`config.mk`:
```
export PLATFORM = sky130hd
export DESIGN_NAME = kwd_watchdog
export DESIGN_NICKNAME = d
export VERILOG_FILES = /design/src/pkg/kwd_pkg.sv /design/src/verilog/kwd_edge_tick.sv /design/src/verilog/kwd_watchdog.sv
export SDC_FILE = /design/constraint.sdc
export NUM_CORES = 1
export LEC_CHECK = 0
export BUFFER_PORTS_ARGS = -buffer_cell sky130_fd_sc_hd__buf_2
export CORE_ASPECT_RATIO = 2
export CORE_MARGIN = 3
export CORE_UTILIZATION = 31
export CTS_BUF_LIST = sky130_fd_sc_hd__clkbuf_4 sky130_fd_sc_hd__clkbuf_8 sky130_fd_sc_hd__clkbuf_16
export DETAILED_ROUTE_END_ITERATION = 12
export GPL_TIMING_DRIVEN = 1
export PLACE_DENSITY = 0.49
export SKIP_CTS_REPAIR_TIMING = 1
export SLEW_MARGIN = 30
export SYNTH_ARGS = -nofsm -noshare
export SYNTH_HDL_FRONTEND = slang
export SYNTH_SLANG_ARGS = --single-unit
export TNS_END_PERCENT = 1
```
`constraint.sdc`:
```
create_clock -name pclk -period 4.07 [get_ports pclk]
set_clock_uncertainty 0.1 [all_clocks]
set_input_delay 1.0175 -clock pclk [delete_from_list [all_inputs] [get_ports pclk]]
set_output_delay 1.0175 -clock pclk [all_outputs]
set_load 0.02 [all_outputs]
```
`src/pkg/kwd_pkg.sv`:
```
// ------------------------------------------------------------
// keyed watchdog constants
// ------------------------------------------------------------
package kwd_pkg;

  // apb register byte offsets
  localparam logic [7:0] KWD_ADDR_WDC    = 8'h00;  // watchdog_control
  localparam logic [7:0] KWD_ADDR_MISC   = 8'h04;  // misc_control
  localparam logic [7:0] KWD_ADDR_STAT   = 8'h08;  // timeout status, mode
  localparam logic [7:0] KWD_ADDR_IRQST  = 8'h0C;  // sticky events, write 1 clears
  localparam logic [7:0] KWD_ADDR_IRQMSK = 8'h10;  // event mask
  localparam logic [7:0] KWD_ADDR_COUNT  = 8'h14;  // live counter value

  // watchdog_control layout and reset value
  localparam logic [7:0] KWD_WDC_RESET = 8'h53;
  localparam int         KWD_KEY_MSB   = 7;
  localparam int         KWD_KEY_LSB   = 3;
  localparam int         KWD_SEL_MSB   = 2;
  localparam logic [4:0] KWD_KEY_A     = 5'h0A;
  localparam logic [4:0] KWD_KEY_B     = 5'h15;

  // misc_control bits
  localparam int KWD_MISC_SOFT = 0;  // soft_reset_flag
  localparam int KWD_MISC_USER = 1;  // free user bit

  // event bits
  localparam int KWD_EV_TIMEOUT = 0;
  localparam int KWD_EV_KEYRST  = 1;

  // counter and debounce
  localparam int         KWD_CNT_W        = 18;
  localparam logic [4:0] KWD_CNT_W_U5     = 5'd18;
  localparam logic [1:0] KWD_DEB_LAST     = 2'd2;  // third internal osc edge fires

  // power modes, one-hot
  typedef enum logic [2:0] {
    KWD_RUN   = 3'b001,
    KWD_SLEEP = 3'b010,
    KWD_IDLE  = 3'b100
  } kwd_mode_t;

  // period exponent for each timeout_select_field code
  function automatic logic [4:0] kwd_period_exp(input logic [2:0] sel);
    logic [4:0] e;
    e = 5'd18;
    case (sel)
      3'h0:    e = 5'd8;
      3'h1:    e = 5'd10;
      3'h2:    e = 5'd12;
      3'h3:    e = 5'd14;
      3'h4:    e = 5'd15;
      3'h5:    e = 5'd16;
      3'h6:    e = 5'd17;
      default: e = 5'd18;
    endcase
    return e;
  endfunction : kwd_period_exp

endpackage : kwd_pkg

```
`src/verilog/kwd_edge_tick.sv`:
```
`timescale 1ns/1ps
// ------------------------------------------------------------
// slow clock level to one-cycle enable pulse
// ------------------------------------------------------------
module kwd_edge_tick (
  input  wire logic pclk,
  input  wire logic presetn,
  input  wire logic clk_lvl,
  output logic      tick
);

  logic prev_r;
  logic prev_nxt;
  logic tick_r;
  logic tick_nxt;

  // rising edge of the slow level becomes one pclk pulse
  always_comb begin
    prev_nxt = clk_lvl;
    tick_nxt = clk_lvl & ~prev_r;
  end

  always_ff @(posedge pclk or negedge presetn) begin
    if (!presetn) begin
      prev_r <= 1'b0;
      tick_r <= 1'b0;
    end else begin
      prev_r <= prev_nxt;
      tick_r <= tick_nxt;
    end
  end

  assign tick = tick_r;

endmodule : kwd_edge_tick

```
`src/verilog/kwd_watchdog.sv`:
```
// Decided for this implementation: the register offsets and register access over APB.
`timescale 1ns/1ps
// Overview of operation
// - counter advances on sub clock edges, internal osc or crystal per option
// - timeout period is sub clock divided by power of two, 2^8..2^18
// - select codes 000,001,010,111 give 2^8,2^10,2^12,2^18
// - control register loads 0x53 on any reset except timeout warm reset
// - watchdog enabled when key field is 01010 or 10101
// - illegal key gives full reset after 2 to 3 internal osc cycles
// - illegal key reset sets the soft reset flag
// - overflow while running resets device and sets timeout flag
// - overflow in idle sets timeout flag, clears only pc and sp
// - counter cleared by key reset, clear instruction or halt
// - halt into sleep clears counter and stops it
// - halt into idle clears counter, counting continues from zero
// - after reset counter starts at zero and counts at once
module kwd_watchdog
  import kwd_pkg::*;
#(
  parameter int CNT_W = KWD_CNT_W
) (
  input  wire logic        pclk,
  input  wire logic        presetn,
  input  wire logic [7:0]  paddr,
  input  wire logic        psel,
  input  wire logic        penable,
  input  wire logic        pwrite,
  input  wire logic [31:0] pwdata,
  output logic      [31:0] prdata,
  output logic             pready,
  output logic             pslverr,
  input  wire logic        int_osc_clk_in,
  input  wire logic        xtal_osc_clk_in,
  input  wire logic        cfg_xtal_sel,
  input  wire logic        wd_clear_pulse,
  input  wire logic        halt_pulse,
  input  wire logic        idle_en,
  input  wire logic        wake_pulse,
  output logic             device_reset,
  output logic             pc_sp_clear,
  output logic             irq
);

  // ------------------------------------------------------------
  // slow clock enables
  // ------------------------------------------------------------
  logic sub_lvl;
  logic sub_tick;
  logic osc_tick;

  assign sub_lvl = cfg_xtal_sel ? xtal_osc_clk_in : int_osc_clk_in;

  kwd_edge_tick u_sub_tick (
    .pclk    (pclk),
    .presetn (presetn),
    .clk_lvl (sub_lvl),
    .tick    (sub_tick)
  );

  // debounce always runs off the internal osc, whatever the option
  kwd_edge_tick u_osc_tick (
    .pclk    (pclk),
    .presetn (presetn),
    .clk_lvl (int_osc_clk_in),
    .tick    (osc_tick)
  );

  // ------------------------------------------------------------
  // state
  // ------------------------------------------------------------
  logic [7:0]       wdc_r, wdc_nxt;
  logic             soft_r, soft_nxt;
  logic             user_r, user_nxt;
  logic             to_r, to_nxt;
  logic [1:0]       ev_r, ev_nxt;
  logic [1:0]       msk_r, msk_nxt;
  logic [CNT_W-1:0] cnt_r, cnt_nxt;
  logic [1:0]       deb_r, deb_nxt;
  kwd_mode_t        mode_r, mode_nxt;
  logic             rst_r, rst_nxt;
  logic             pcsp_r, pcsp_nxt;
  logic             irq_r, irq_nxt;
  logic [31:0]      rdata_r, rdata_nxt;
  logic             err_r, err_nxt;
  logic             rdy_r, rdy_nxt;

  logic [4:0]       key;
  logic             key_ok;
  logic             key_fire;
  logic [CNT_W-1:0] limit;
  logic             ovf;
  logic             wr_acc;
  logic             mapped;

  assign key    = wdc_r[KWD_KEY_MSB:KWD_KEY_LSB];
  assign key_ok = (key == KWD_KEY_A) || (key == KWD_KEY_B);

  assign limit = CNT_W'({CNT_W{1'b1}} >> (KWD_CNT_W_U5 - kwd_period_exp(wdc_r[KWD_SEL_MSB:0])));

  // third internal osc edge after the bad key was seen
  assign key_fire = !key_ok && osc_tick && (deb_r == KWD_DEB_LAST);

  // overflow only while enabled and not stopped in sleep
  assign ovf    = sub_tick && key_ok && (mode_r != KWD_SLEEP) && (cnt_r == limit)
                  && !wd_clear_pulse && !halt_pulse;
  assign wr_acc = psel && penable && pwrite && rdy_r;
  assign mapped = (paddr == KWD_ADDR_WDC) || (paddr == KWD_ADDR_MISC) ||
                  (paddr == KWD_ADDR_STAT) || (paddr == KWD_ADDR_IRQST) ||
                  (paddr == KWD_ADDR_IRQMSK) || (paddr == KWD_ADDR_COUNT);

  // ------------------------------------------------------------
  // watchdog core and registers, next values
  // ------------------------------------------------------------
  always_comb begin
    wdc_nxt   = wdc_r;
    soft_nxt  = soft_r;
    user_nxt  = user_r;
    to_nxt    = to_r;
    ev_nxt    = ev_r;
    msk_nxt   = msk_r;
    cnt_nxt   = cnt_r;
    deb_nxt   = deb_r;
    mode_nxt  = mode_r;
    rst_nxt   = 1'b0;
    pcsp_nxt  = 1'b0;
    rdata_nxt = rdata_r;
    err_nxt   = err_r;
    rdy_nxt   = 1'b1;  // every access answered at once

    // software writes first, hardware events below override them
    if (wr_acc) begin
      case (paddr)
        KWD_ADDR_WDC: wdc_nxt = pwdata[7:0];
        KWD_ADDR_MISC: begin
          user_nxt = pwdata[KWD_MISC_USER];
          if (!pwdata[KWD_MISC_SOFT]) begin
            soft_nxt = 1'b0;
          end
        end
        KWD_ADDR_IRQST:  ev_nxt  = ev_r & ~pwdata[1:0];
        KWD_ADDR_IRQMSK: msk_nxt = pwdata[1:0];
        default: ;
      endcase
    end

    if (sub_tick && key_ok && (mode_r != KWD_SLEEP)) begin
      cnt_nxt = cnt_r + 1'b1;
    end

    // debounce counter runs only while the key is bad
    if (key_ok) begin
      deb_nxt = '0;
    end else if (osc_tick) begin
      deb_nxt = deb_r + 1'b1;
    end

    if (wd_clear_pulse) begin
      cnt_nxt = '0;
    end

    // power mode sequencing
    case (mode_r)
      KWD_RUN: begin
        if (halt_pulse) begin
          // halt clears counter; sleep also stops it
          cnt_nxt  = '0;
          to_nxt   = 1'b0;
          mode_nxt = idle_en ? KWD_IDLE : KWD_SLEEP;
        end else if (ovf) begin
          // warm device reset, control register kept
          rst_nxt = 1'b1;
          to_nxt  = 1'b1;
          cnt_nxt = '0;
          ev_nxt[KWD_EV_TIMEOUT] = 1'b1;
        end
      end
      KWD_SLEEP, KWD_IDLE: begin
        if (ovf) begin
          // restart via pc and sp only
          pcsp_nxt = 1'b1;
          to_nxt   = 1'b1;
          cnt_nxt  = '0;
          mode_nxt = KWD_RUN;
          ev_nxt[KWD_EV_TIMEOUT] = 1'b1;
        end else if (wake_pulse) begin
          mode_nxt = KWD_RUN;
        end
      end
      default: mode_nxt = KWD_RUN;
    endcase

    // a bad key holds the counter clear
    if (!key_ok) begin
      cnt_nxt = '0;
    end

    // full reset from bad key: beats every other update
    if (key_fire) begin
      // control register back to its reset value
      wdc_nxt  = KWD_WDC_RESET;
      soft_nxt = 1'b1;
      to_nxt   = 1'b0;
      rst_nxt  = 1'b1;
      cnt_nxt  = '0;
      deb_nxt  = '0;
      mode_nxt = KWD_RUN;
      ev_nxt[KWD_EV_KEYRST] = 1'b1;
    end

    // read data captured in setup phase, zero wait state
    if (psel && !penable) begin
      err_nxt   = !mapped;
      rdata_nxt = '0;
      case (paddr)
        KWD_ADDR_WDC:    rdata_nxt[7:0] = wdc_r;
        KWD_ADDR_MISC:   rdata_nxt[1:0] = {user_r, soft_r};
        KWD_ADDR_STAT:   rdata_nxt[3:0] = {mode_r, to_r};
        KWD_ADDR_IRQST:  rdata_nxt[1:0] = ev_r;
        KWD_ADDR_IRQMSK: rdata_nxt[1:0] = msk_r;
        KWD_ADDR_COUNT:  rdata_nxt[CNT_W-1:0] = cnt_r;
        default: ;
      endcase
    end

    irq_nxt = |(ev_nxt & msk_nxt);
  end

  // registers; an unmapped write is dropped by the decode above
  always_ff @(posedge pclk or negedge presetn) begin
    if (!presetn) begin
      wdc_r   <= KWD_WDC_RESET;
      soft_r  <= 1'b0;
      user_r  <= 1'b0;
      to_r    <= 1'b0;
      ev_r    <= '0;
      msk_r   <= '0;
      cnt_r   <= '0;
      deb_r   <= '0;
      mode_r  <= KWD_RUN;
      rst_r   <= 1'b0;
      pcsp_r  <= 1'b0;
      irq_r   <= 1'b0;
      rdata_r <= '0;
      err_r   <= 1'b0;
      rdy_r   <= 1'b0;
    end else begin
      wdc_r   <= wdc_nxt;
      soft_r  <= soft_nxt;
      user_r  <= user_nxt;
      to_r    <= to_nxt;
      ev_r    <= ev_nxt;
      msk_r   <= msk_nxt;
      cnt_r   <= cnt_nxt;
      deb_r   <= deb_nxt;
      mode_r  <= mode_nxt;
      rst_r   <= rst_nxt;
      pcsp_r  <= pcsp_nxt;
      irq_r   <= irq_nxt;
      rdata_r <= rdata_nxt;
      err_r   <= err_nxt;
      rdy_r   <= rdy_nxt;
    end
  end

  assign prdata       = rdata_r;
  assign pready       = rdy_r;  // low in reset, then high: zero wait
  assign pslverr      = err_r;
  assign device_reset = rst_r;
  assign pc_sp_clear  = pcsp_r;
  assign irq          = irq_r;
endmodule : kwd_watchdog

```
* Word level (Yosys, flattened, before mapping) *
Cells that the tools add are included.

cells by class
  $add $sub $neg = 3
  equal/unequal tests = 22
  shift operators = 1
  multiplexer cells = 46
  bitwise logic cells = 7
  reductions and logical operators = 35

operator list
  cell                                                 count
  two-way mux 18 bit                                   6
  case mux 18 bit (2 select lines)                     1
  case mux 5 bit (7 select lines)                      1
  two-way mux 8 bit                                    3
  adder 18 x 1 -> 18 bit (second input constant)       1
  == test 18 bit                                       1
  right shift 18 x 5 -> 18 bit (first input constant)  1
  == test 8 x 4 -> 1 bit (second input constant)       2
  == test 8 x 5 -> 1 bit (second input constant)       2
  two-way mux 1 bit                                    16
  two-way mux 3 bit                                    5
  two-way mux 2 bit                                    7
  == test 3 bit (second input constant)                4
  case mux 2 bit (6 select lines)                      1
  logical AND 1 bit                                    11
  two-way mux 10 bit                                   1
  == test 3 x 2 -> 1 bit (second input constant)       3
  == test 8 x 3 -> 1 bit (second input constant)       1
  logical NOT 8 bit                                    1
  case mux 4 bit (2 select lines)                      1
  == test 3 x 1 -> 1 bit (second input constant)       2
  logical OR 1 bit                                     6
  case mux 2 bit (3 select lines)                      1
  case mux 3 bit (2 select lines)                      1
  21 further kinds                                     35

word-level totals
  bits in registers = 65
  output and inout port bits = 37

* Depth between registers and ports, before layout *
Gate-level depths: netlist of the first run.

  depth in word-level cells = 13
  mapped depth = 14
  gate-level depth less buffers = 10

* Hierarchy *
A second synthesis of the first run with hierarchy kept.

unflattened totals
  cell total of the unflattened synthesis = 372
  area, all modules = 3,524.6 um^2

by module, submodules not included
  module         times used  cells an instance  area each (um^2)  seq. area each (um^2)
  kwd_watchdog   1           366                3,397.0           1,532.7
  kwd_edge_tick  2           3                  63.8              50.0

* Worst setup path before layout of the first run *
Ideal clock, no wire load.

  path type = input to register
  start = input paddr[7]
  end = register irq_r (netlist: irq)
  arrival = 2.696 ns
  slack = 1.153 ns
  stages on the path = 6
  path buffers = 0
  cell sequence = or4_4 -> nor2_1 -> nand2_1 -> nor4_1 -> mux2_2 -> a22o_1

RTL lines
  element                 RTL line             RTL
  start: declaration      kwd_watchdog.sv:24   input wire logic [7:0] paddr,
  == test 8 x 5 -> 1 bit  kwd_watchdog.sv:132  case (paddr)
  two-way mux 2 bit       kwd_watchdog.sv:132
  two-way mux 2 bit       kwd_watchdog.sv:131  if (wr_acc) begin
  named net msk_nxt[0]    kwd_watchdog.sv:76   logic [1:0] msk_r, msk_nxt;
  AND 2 bit               kwd_watchdog.sv:225  irq_nxt = |(ev_nxt & msk_nxt);
  OR reduction 2 bit      kwd_watchdog.sv:225
  named net irq_nxt       kwd_watchdog.sv:82   logic irq_r, irq_nxt;
  end signal: assignment  kwd_watchdog.sv:258  irq_r <= irq_nxt;
  end: declaration        kwd_watchdog.sv:82

The timed path passes the listed nets, and every way through them passes these cells.
A chain may end at the register's enable or synchronous reset.

* Final worst setup path of the first run *
  start = register wdc_r[2]
  end = register cnt_r[11]

on the way
  word-level cells in the longest chain between the ends = 13

RTL lines
  element                                RTL line                                  RTL
  start: declaration                     kwd_watchdog.sv:71                        logic [7:0] wdc_r, wdc_nxt;
  start signal: assignment               kwd_watchdog.sv:247                       wdc_r <= wdc_nxt;
  == test 3 bit (tied with other cells)  kwd_pkg.sv:46                             case (sel)
  case mux 5 bit (7 select lines) (*)    kwd_pkg.sv:46
  subtractor 5 bit (*)                   kwd_watchdog.sv:98                        assign limit = CNT_W'({CNT_W{1'b1}} >> (KWD_CNT_W_U5 - kwd_period_exp(wdc_r[KWD_SEL_MSB:0])));
  right shift 18 x 5 -> 18 bit (*)       kwd_watchdog.sv:98
  == test 18 bit (*)                     kwd_watchdog.sv:104                       assign ovf = sub_tick && key_ok && (mode_r != KWD_SLEEP) && (cnt_r == limit)
  logical AND 1 bit (*)                  kwd_watchdog.sv:104
  logical AND 1 bit (*) (2 in a row)     kwd_watchdog.sv:105                       && !wd_clear_pulse && !halt_pulse;
  two-way mux 18 bit (*)                 kwd_watchdog.sv:169, kwd_watchdog.sv:178
  two-way mux 18 bit                     kwd_watchdog.sv:164                       if (halt_pulse) begin
  case mux 18 bit (2 select lines) (*)   kwd_watchdog.sv:162                       case (mode_r)
  two-way mux 18 bit (*)                 kwd_watchdog.sv:193                       if (!key_ok) begin
  two-way mux 18 bit (*)                 kwd_watchdog.sv:198                       if (key_fire) begin
  named net cnt_nxt[11]                  kwd_watchdog.sv:77                        logic [CNT_W-1:0] cnt_r, cnt_nxt;
  end signal: assignment                 kwd_watchdog.sv:253                       cnt_r <= cnt_nxt;
  end: declaration                       kwd_watchdog.sv:77

The timed path passes the listed nets; every way through them passes the cells marked *.

==> flow_summary.json, run 1 <==
{
  "ys_seq_area_share_pct": 45.89,
  "clockBufferDepth": 2,
  "r2r-start": "wdc_r[2]",
  "power_density_nw_per_um2": 388.3,
  "p_leak_uw": 0.001910,
  "ys_types": 57,
  "status": "complete, no violations",
  "rows": 54,
  "grt.total_usage_pct": 14.47,
  "hold_viol": 0,
  "drtIter0Drc": 112,
  "synth_ff_type": "dfrtp_1",
  "area_growth_pct": 16.03,
  "n_fill_cell": 1177,
  "die-area_um2": 12880,
  "numCtsBuffers": 9,
  "num_vias": 2766,
  "synth-edff-count": 0,
  "rsz0062_at_grt": "no",
  "synth_area_leaders": "dfrtp_1 (42%), nand2_1 (5.5%), nor2_1 (3.8%)",
  "crit_arrival_ns": 3.61,
  "crit_start": "wdc_r[2]",
  "dp_slack_ns": 0.5340,
  "rrSetupSlack_ns": 0.54,
  "insertion_delay_ns": 0.33,
  "viasPerCell": 4.939,
  "report.final.slew_viol_count": 0,
  "cts_tree": "built",
  "grt_pass1_vias": 2643,
  "start_kind": "flip-flop",
  "cts.sinks": 65,
  "cts_root_buf": "clkbuf_16",
  "finalSetupTns_ns": 0,
  "syn_area_per_cell_um2": 9.464,
  "antenna_found_initial": 0,
  "diodes": 0,
  "period_share_pct": 86.81,
  "synth_top_cell_by_area": "dfrtp_1",
  "yosys_register_bits": 65,
  "fin_crit_ns": 3.533,
  "final_area_um2": 4129,
  "place_area_um2": 3827,
  "required_ns": 4.15,
  "grt_max_degree": 39,
  "cts_htree_levels": 3,
  "path_class": "flip-flop to flip-flop",
  "slew-limit-headroom_pct": 46.69,
  "power_uw": 1603,
  "wl_um": 8682,
  "dieWidth_um": 81.76,
  "die_h_um": 157.5,
  "core_um2": 11080,
  "grt_pass1_wl_um": 13610,
  "place_hpwl_um": 6917,
  "synth_area_um2": 3558,
  "drv_cap": 0,
  "drcViolationCount": 0,
  "yosys_warnings": 0,
  "critical_path.max_fanout": 18,
  "initial_core_util_pct": 32.11,
  "hold_start": "u_sub_tick.prev_r",
  "end_kind": "flip-flop",
  "vdd_ir_drop_max_uv": 199.1,
  "nNetsFinal": 471,
  "grt.overflow.total": 0,
  "worstHoldPathType": "flip-flop to flip-flop",
  "clk_pin_slew_ns": 0.05,
  "worst_slack_ns": 0.5367,
  "drive_above_1_share_pct": 22.14,
  "detail-route-antenna-nets": 0,
  "port-buffer-count": 50,
  "synth_top_area_share_pct": 42.19,
  "firstDrtPassIters": 4,
  "worst_pin_slew_ns": 0.7996,
  "wl_per_cell_um": 15.50,
  "syn_inst": 376,
  "setup_viol": 0,
  "num_io_pins": 89,
  "max_freq_ghz": 0.2830,
  "place.gp.congestion": 0.8192,
  "synthArstFlopShare_pct": 100.0
}
==> placed cells by master (no fill, tap or decap), types with 11 or more instances in the layout <==
cell type,instances
nand4_1,11
buf_2,50
xor2_1,12
o21ai_0,25
dfrtp_1,60
conb_1,15
mux2i_1,12
nor2_1,36
nand2_1,52
==> synth_stat cells, drive strengths merged (2+ instances only) <==
cell type	number
nand4	11
or4	2
inv	7
and3	9
nor3b	3
and4	2
a31oi	2
mux2	7
conb	2
nand2	52
o21ai	25
nand2b	8
nor3	9
dfstp	5
xor2	12
dfrtp	60
a22oi	8
clkbuf	13
nor4	6
o31ai	2
nor2b	5
ha	4
buf	24
and4bb	2
a21oi	7
xnor2	9
nor2	37
mux2i	12
nand3	8
a21o	3
==> registers in the layout, indices dropped and copies added, names as in the netlist, 2 cells and up <==
signal and count:
ev_r 2, msk_r 2, prdata 18, cnt_r 18, mode_r 3, deb_r 2
wdc_r 8
==> routing by layer <==
metal  track usage [%]  vias to the layer above  wire, um  part of all wire, %
met5                 0                        -         0                    0
met4             7.052                        0       214                  2.5
met3             3.551                       14       329                  3.8
met2             26.59                       59      5068                   58
met1             14.65                     1338      3069                   35
li1                  -                     1355         -                    -
==> power breakdown <==
group	leakage [uW]	total [uW]	switching (uW)	internal (uW)
clock	0.000154	770	262	509
sequential	0.000873	694	26.9	667
combinational	0.000884	139	89.9	49.0
==> layout make-up <==
type | count | area [um2] | share of cell area, %
clock inverters | 3 | 40.04 | 0.9697
well taps | 140 | 175.2 | 4.242
multi-input cells | 280 | 1728 | 41.85
clock buffers | 13 | 261.5 | 6.333
inverters | 7 | 26.28 | 0.6364
repair buffers | 52 | 265.3 | 6.424
flip-flops and latches | 65 | 1633 | 39.55
==> cells by family (layout without fill, tap and decap cells) <==
family | after synthesis | count (layout) | share of synthesized area (%)
xor+xnor | 21 | 21 | 5.169
mux | 20 | 20 | 6.224
flops | 65 | 65 | 45.89
fa+ha+maj | 4 | 4 | 1.407
compound gates | 60 | 60 | 11.04
buf+inv | 44 | 75 | 6.997
simple gates | 160 | 160 | 23.07
other cells | 2 | 15 | 0.2110
==> metrics by stage <==
step | utilization (%) | instances | hold WS [ns]
2_1_floorplan | - | 389 | 0.2777
3_3_place_gp | 34.52 | 544 | 0.2840
3_5_place_dp | 34.54 | 544 | 0.2830
4_1_cts | 37.26 | 560 | 0.2903
5_1_grt | 37.26 | 560 | 0.3132
6_report | 37.26 | 560 | 0.2897
==> worst paths after layout <==
kind / endpoint / cells after the start
setup reg to reg: cnt_r[11] / 10
max in group asynchronous: wdc_r[0] / 2
setup / recovery: cnt_r[11] / 10
hold reg to reg: u_sub_tick.tick / 1
min in group asynchronous: cnt_r[14] / 1
hold / removal: u_sub_tick.tick / 1
==> critical path, stage by stage (launching register included) <==
cell and delay (ns):
dfrtp_1 0.56, inv_1 0.12, nor3_1 0.32, a21oi_1 0.11, ha_1 0.42, and3b_1 0.21
o22a_1 0.20, a2111oi_2 0.32, nor2b_1 0.31, a21o_1 0.57, nor2_1 0.12
Note: power is estimated with default switching activity, not from simulation.
==> inputs of run 2 (changes only) <==
- ABC_AREA: not set -> 1
==> flow_summary.json, run 2 <==
{
  "grt.overflow.total": 0,
  "cts_htree_levels": 3,
  "dp_slack_ns": 1.117,
  "power_density_nw_per_um2": 429.2,
  "synth-edff-count": 0,
  "synth_area_leaders": "dfrtp_1 (38%), nand2_1 (13%), inv_1 (6.2%)",
  "p_leak_uw": 0.002252,
  "crit_buf_inv": 1,
  "synth_top_area_share_pct": 37.91,
  "start_kind": "flip-flop",
  "num_vias": 3609,
  "synth_top_cell_by_area": "dfrtp_1",
  "nNetsFinal": 637,
  "area_growth_pct": 17.09,
  "drcViolationCount": 0,
  "diodes": 0,
  "rows": 57,
  "detail-route-antenna-nets": 0,
  "max_stage_delay_ns": 0.56,
  "crit_chain": "inv_2 -> nor3_1 -> a21oi_1 -> ha_1 -> nand2_1 -> nand3_1 -> nand2_1 -> nor2_2 -> nand2_2 -> nor2_4 -> nand2_2 -> nand2_4 -> nand2_4 -> nand2_1 -> o21ai_2",
  "slowest_stage": "dfrtp_1",
  "path_class": "flip-flop to flip-flop",
  "synth_ff_type": "dfrtp_1",
  "yosys_warnings": 0,
  "cts_root_buf": "clkbuf_16",
  "final_common_cell": "nand2_1",
  "rrSetupSlack_ns": 1.09,
  "drive_above_1_share_pct": 20.65,
  "max_freq_ghz": 0.3356,
  "setup_viol": 0,
  "antenna_found_initial": 0,
  "slew-limit-headroom_pct": 37.89,
  "synth.most_common_cell": "nand2_1",
  "synth_area_um2": 3960,
  "worstHoldPathType": "flip-flop to flip-flop",
  "place.gp.congestion": 0.9443,
  "final_cell_mix": "nand2_1 (132), inv_1 (65), dfrtp_1 (60)",
  "cts_tree": "built",
  "finalSetupTns_ns": 0,
  "syn_inst": 523,
  "required_ns": 4.19,
  "final_area_um2": 4637,
  "viasPerCell": 4.924,
  "insertion_delay_ns": 0.34,
  "hold_viol": 0,
  "crit_arrival_ns": 3.10,
  "wl_per_cell_um": 15.98,
  "core_um2": 12340,
  "critical_path.max_fanout": 7,
  "place_area_um2": 4339,
  "ys_types": 36,
  "ys_seq_area_share_pct": 41.23,
  "drtIter0Drc": 181,
  "clockBufferDepth": 2,
  "synthArstFlopShare_pct": 100.0,
  "status": "complete, no violations",
  "crit_top_cell": "nand2_1",
  "final_util_pct": 37.58,
  "die_h_um": 165.8,
  "rsz0062_at_grt": "no",
  "firstDrtPassIters": 4,
  "drv_cap": 0,
  "n_fill_cell": 1346,
  "worst_slack_ns": 1.090,
  "end_kind": "flip-flop",
  "yosys-top-cells-count": "nand2_1 (132), inv_1 (65), dfrtp_1 (60)",
  "initial_core_util_pct": 32.10,
  "finalHoldWorstSlack_ns": 0.2884,
  "cts.sinks": 65,
  "dieWidth_um": 85.92,
  "syn_area_per_cell_um2": 7.572,
  "grt_pass1_wl_um": 18980,
  "fin_crit_ns": 2.980,
  "grt_pass1_vias": 3728,
  "port-buffer-count": 50,
  "worst_pin_slew_ns": 0.9307,
  "vdd_ir_drop_max_uv": 229.1,
  "yosys_register_bits": 65,
  "clk_pin_slew_ns": 0.05,
  "grt.total_usage_pct": 17.59,
  "cp_top_family": "simple AND/OR/NAND/NOR gates",
  "num_io_pins": 89,
  "report.final.slew_viol_count": 0,
  "place_hpwl_um": 9346,
  "wl_um": 11720,
  "grt_max_degree": 38,
  "die-area_um2": 14250,
  "period_share_pct": 73.22,
  "numCtsBuffers": 9
}
[run 2: final cells by class]
| cell class | count | area, um2 | area share, % |
|---|---|---|---|
| Multi-Input combinational cell | 378 | 1964 | 42.36 |
| Sequential cell | 65 | 1633 | 35.21 |
| Timing Repair Buffer | 55 | 287.8 | 6.206 |
| Clock buffer | 13 | 274.0 | 5.909 |
| Inverter | 72 | 270.3 | 5.828 |
| Tap cell | 147 | 183.9 | 3.967 |
| Clock inverter | 3 | 23.77 | 0.5127 |
[run 2: final timing paths]
kind / start / cells after the start / endpoint
worst min-delay path: u_osc_tick.prev_r / 1 / u_osc_tick.tick
worst max register to register: wdc_r[2] / 15 / mode_r[2]
min in group asynchronous: presetn / 1 / cnt_r[11]
worst max-delay path: wdc_r[2] / 15 / mode_r[2]
worst min register to register: u_osc_tick.prev_r / 1 / u_osc_tick.tick
max in group asynchronous: presetn / 2 / wdc_r[4]
[run 2: per-layer routing]
| metal | track usage (%) | vias up | share of wire (%) |
|---|---|---|---|
| met5 | 0 | - | 0 |
| met4 | 13.03 | 0 | 6.8 |
| met3 | 3.029 | 40 | 3.6 |
| met2 | 31.63 | 103 | 56 |
| met1 | 17.27 | 1703 | 34 |
| li1 | - | 1763 | - |
[run 2: kinds of logic after synthesis]
| logic type | synth area share, % |
|---|---|
| XOR/XNOR | 2.875 |
| AO/OA/AOI/OAI | 11.18 |
| AND/OR/NAND/NOR | 32.86 |
| other | 0.1896 |
| buffers and inverters | 10.39 |
| flip-flops | 41.23 |
| adder cells (fa/ha/maj) | 1.264 |
[run 2: stage by stage]
stage               total power [uW]  cells
floorplan                       1102    536
global placement                1237    717
detailed placement              1247    717
CTS                             2017    733
global route                    2111    733
finish                          1990    733
[run 2: where the power goes]
part	leakage (uW)	total (uW)	internal [uW]	switching [uW]
clock	0.000141	762	470	292
combinational	0.00125	477	143	335
sequential	0.000857	751	700	50.8
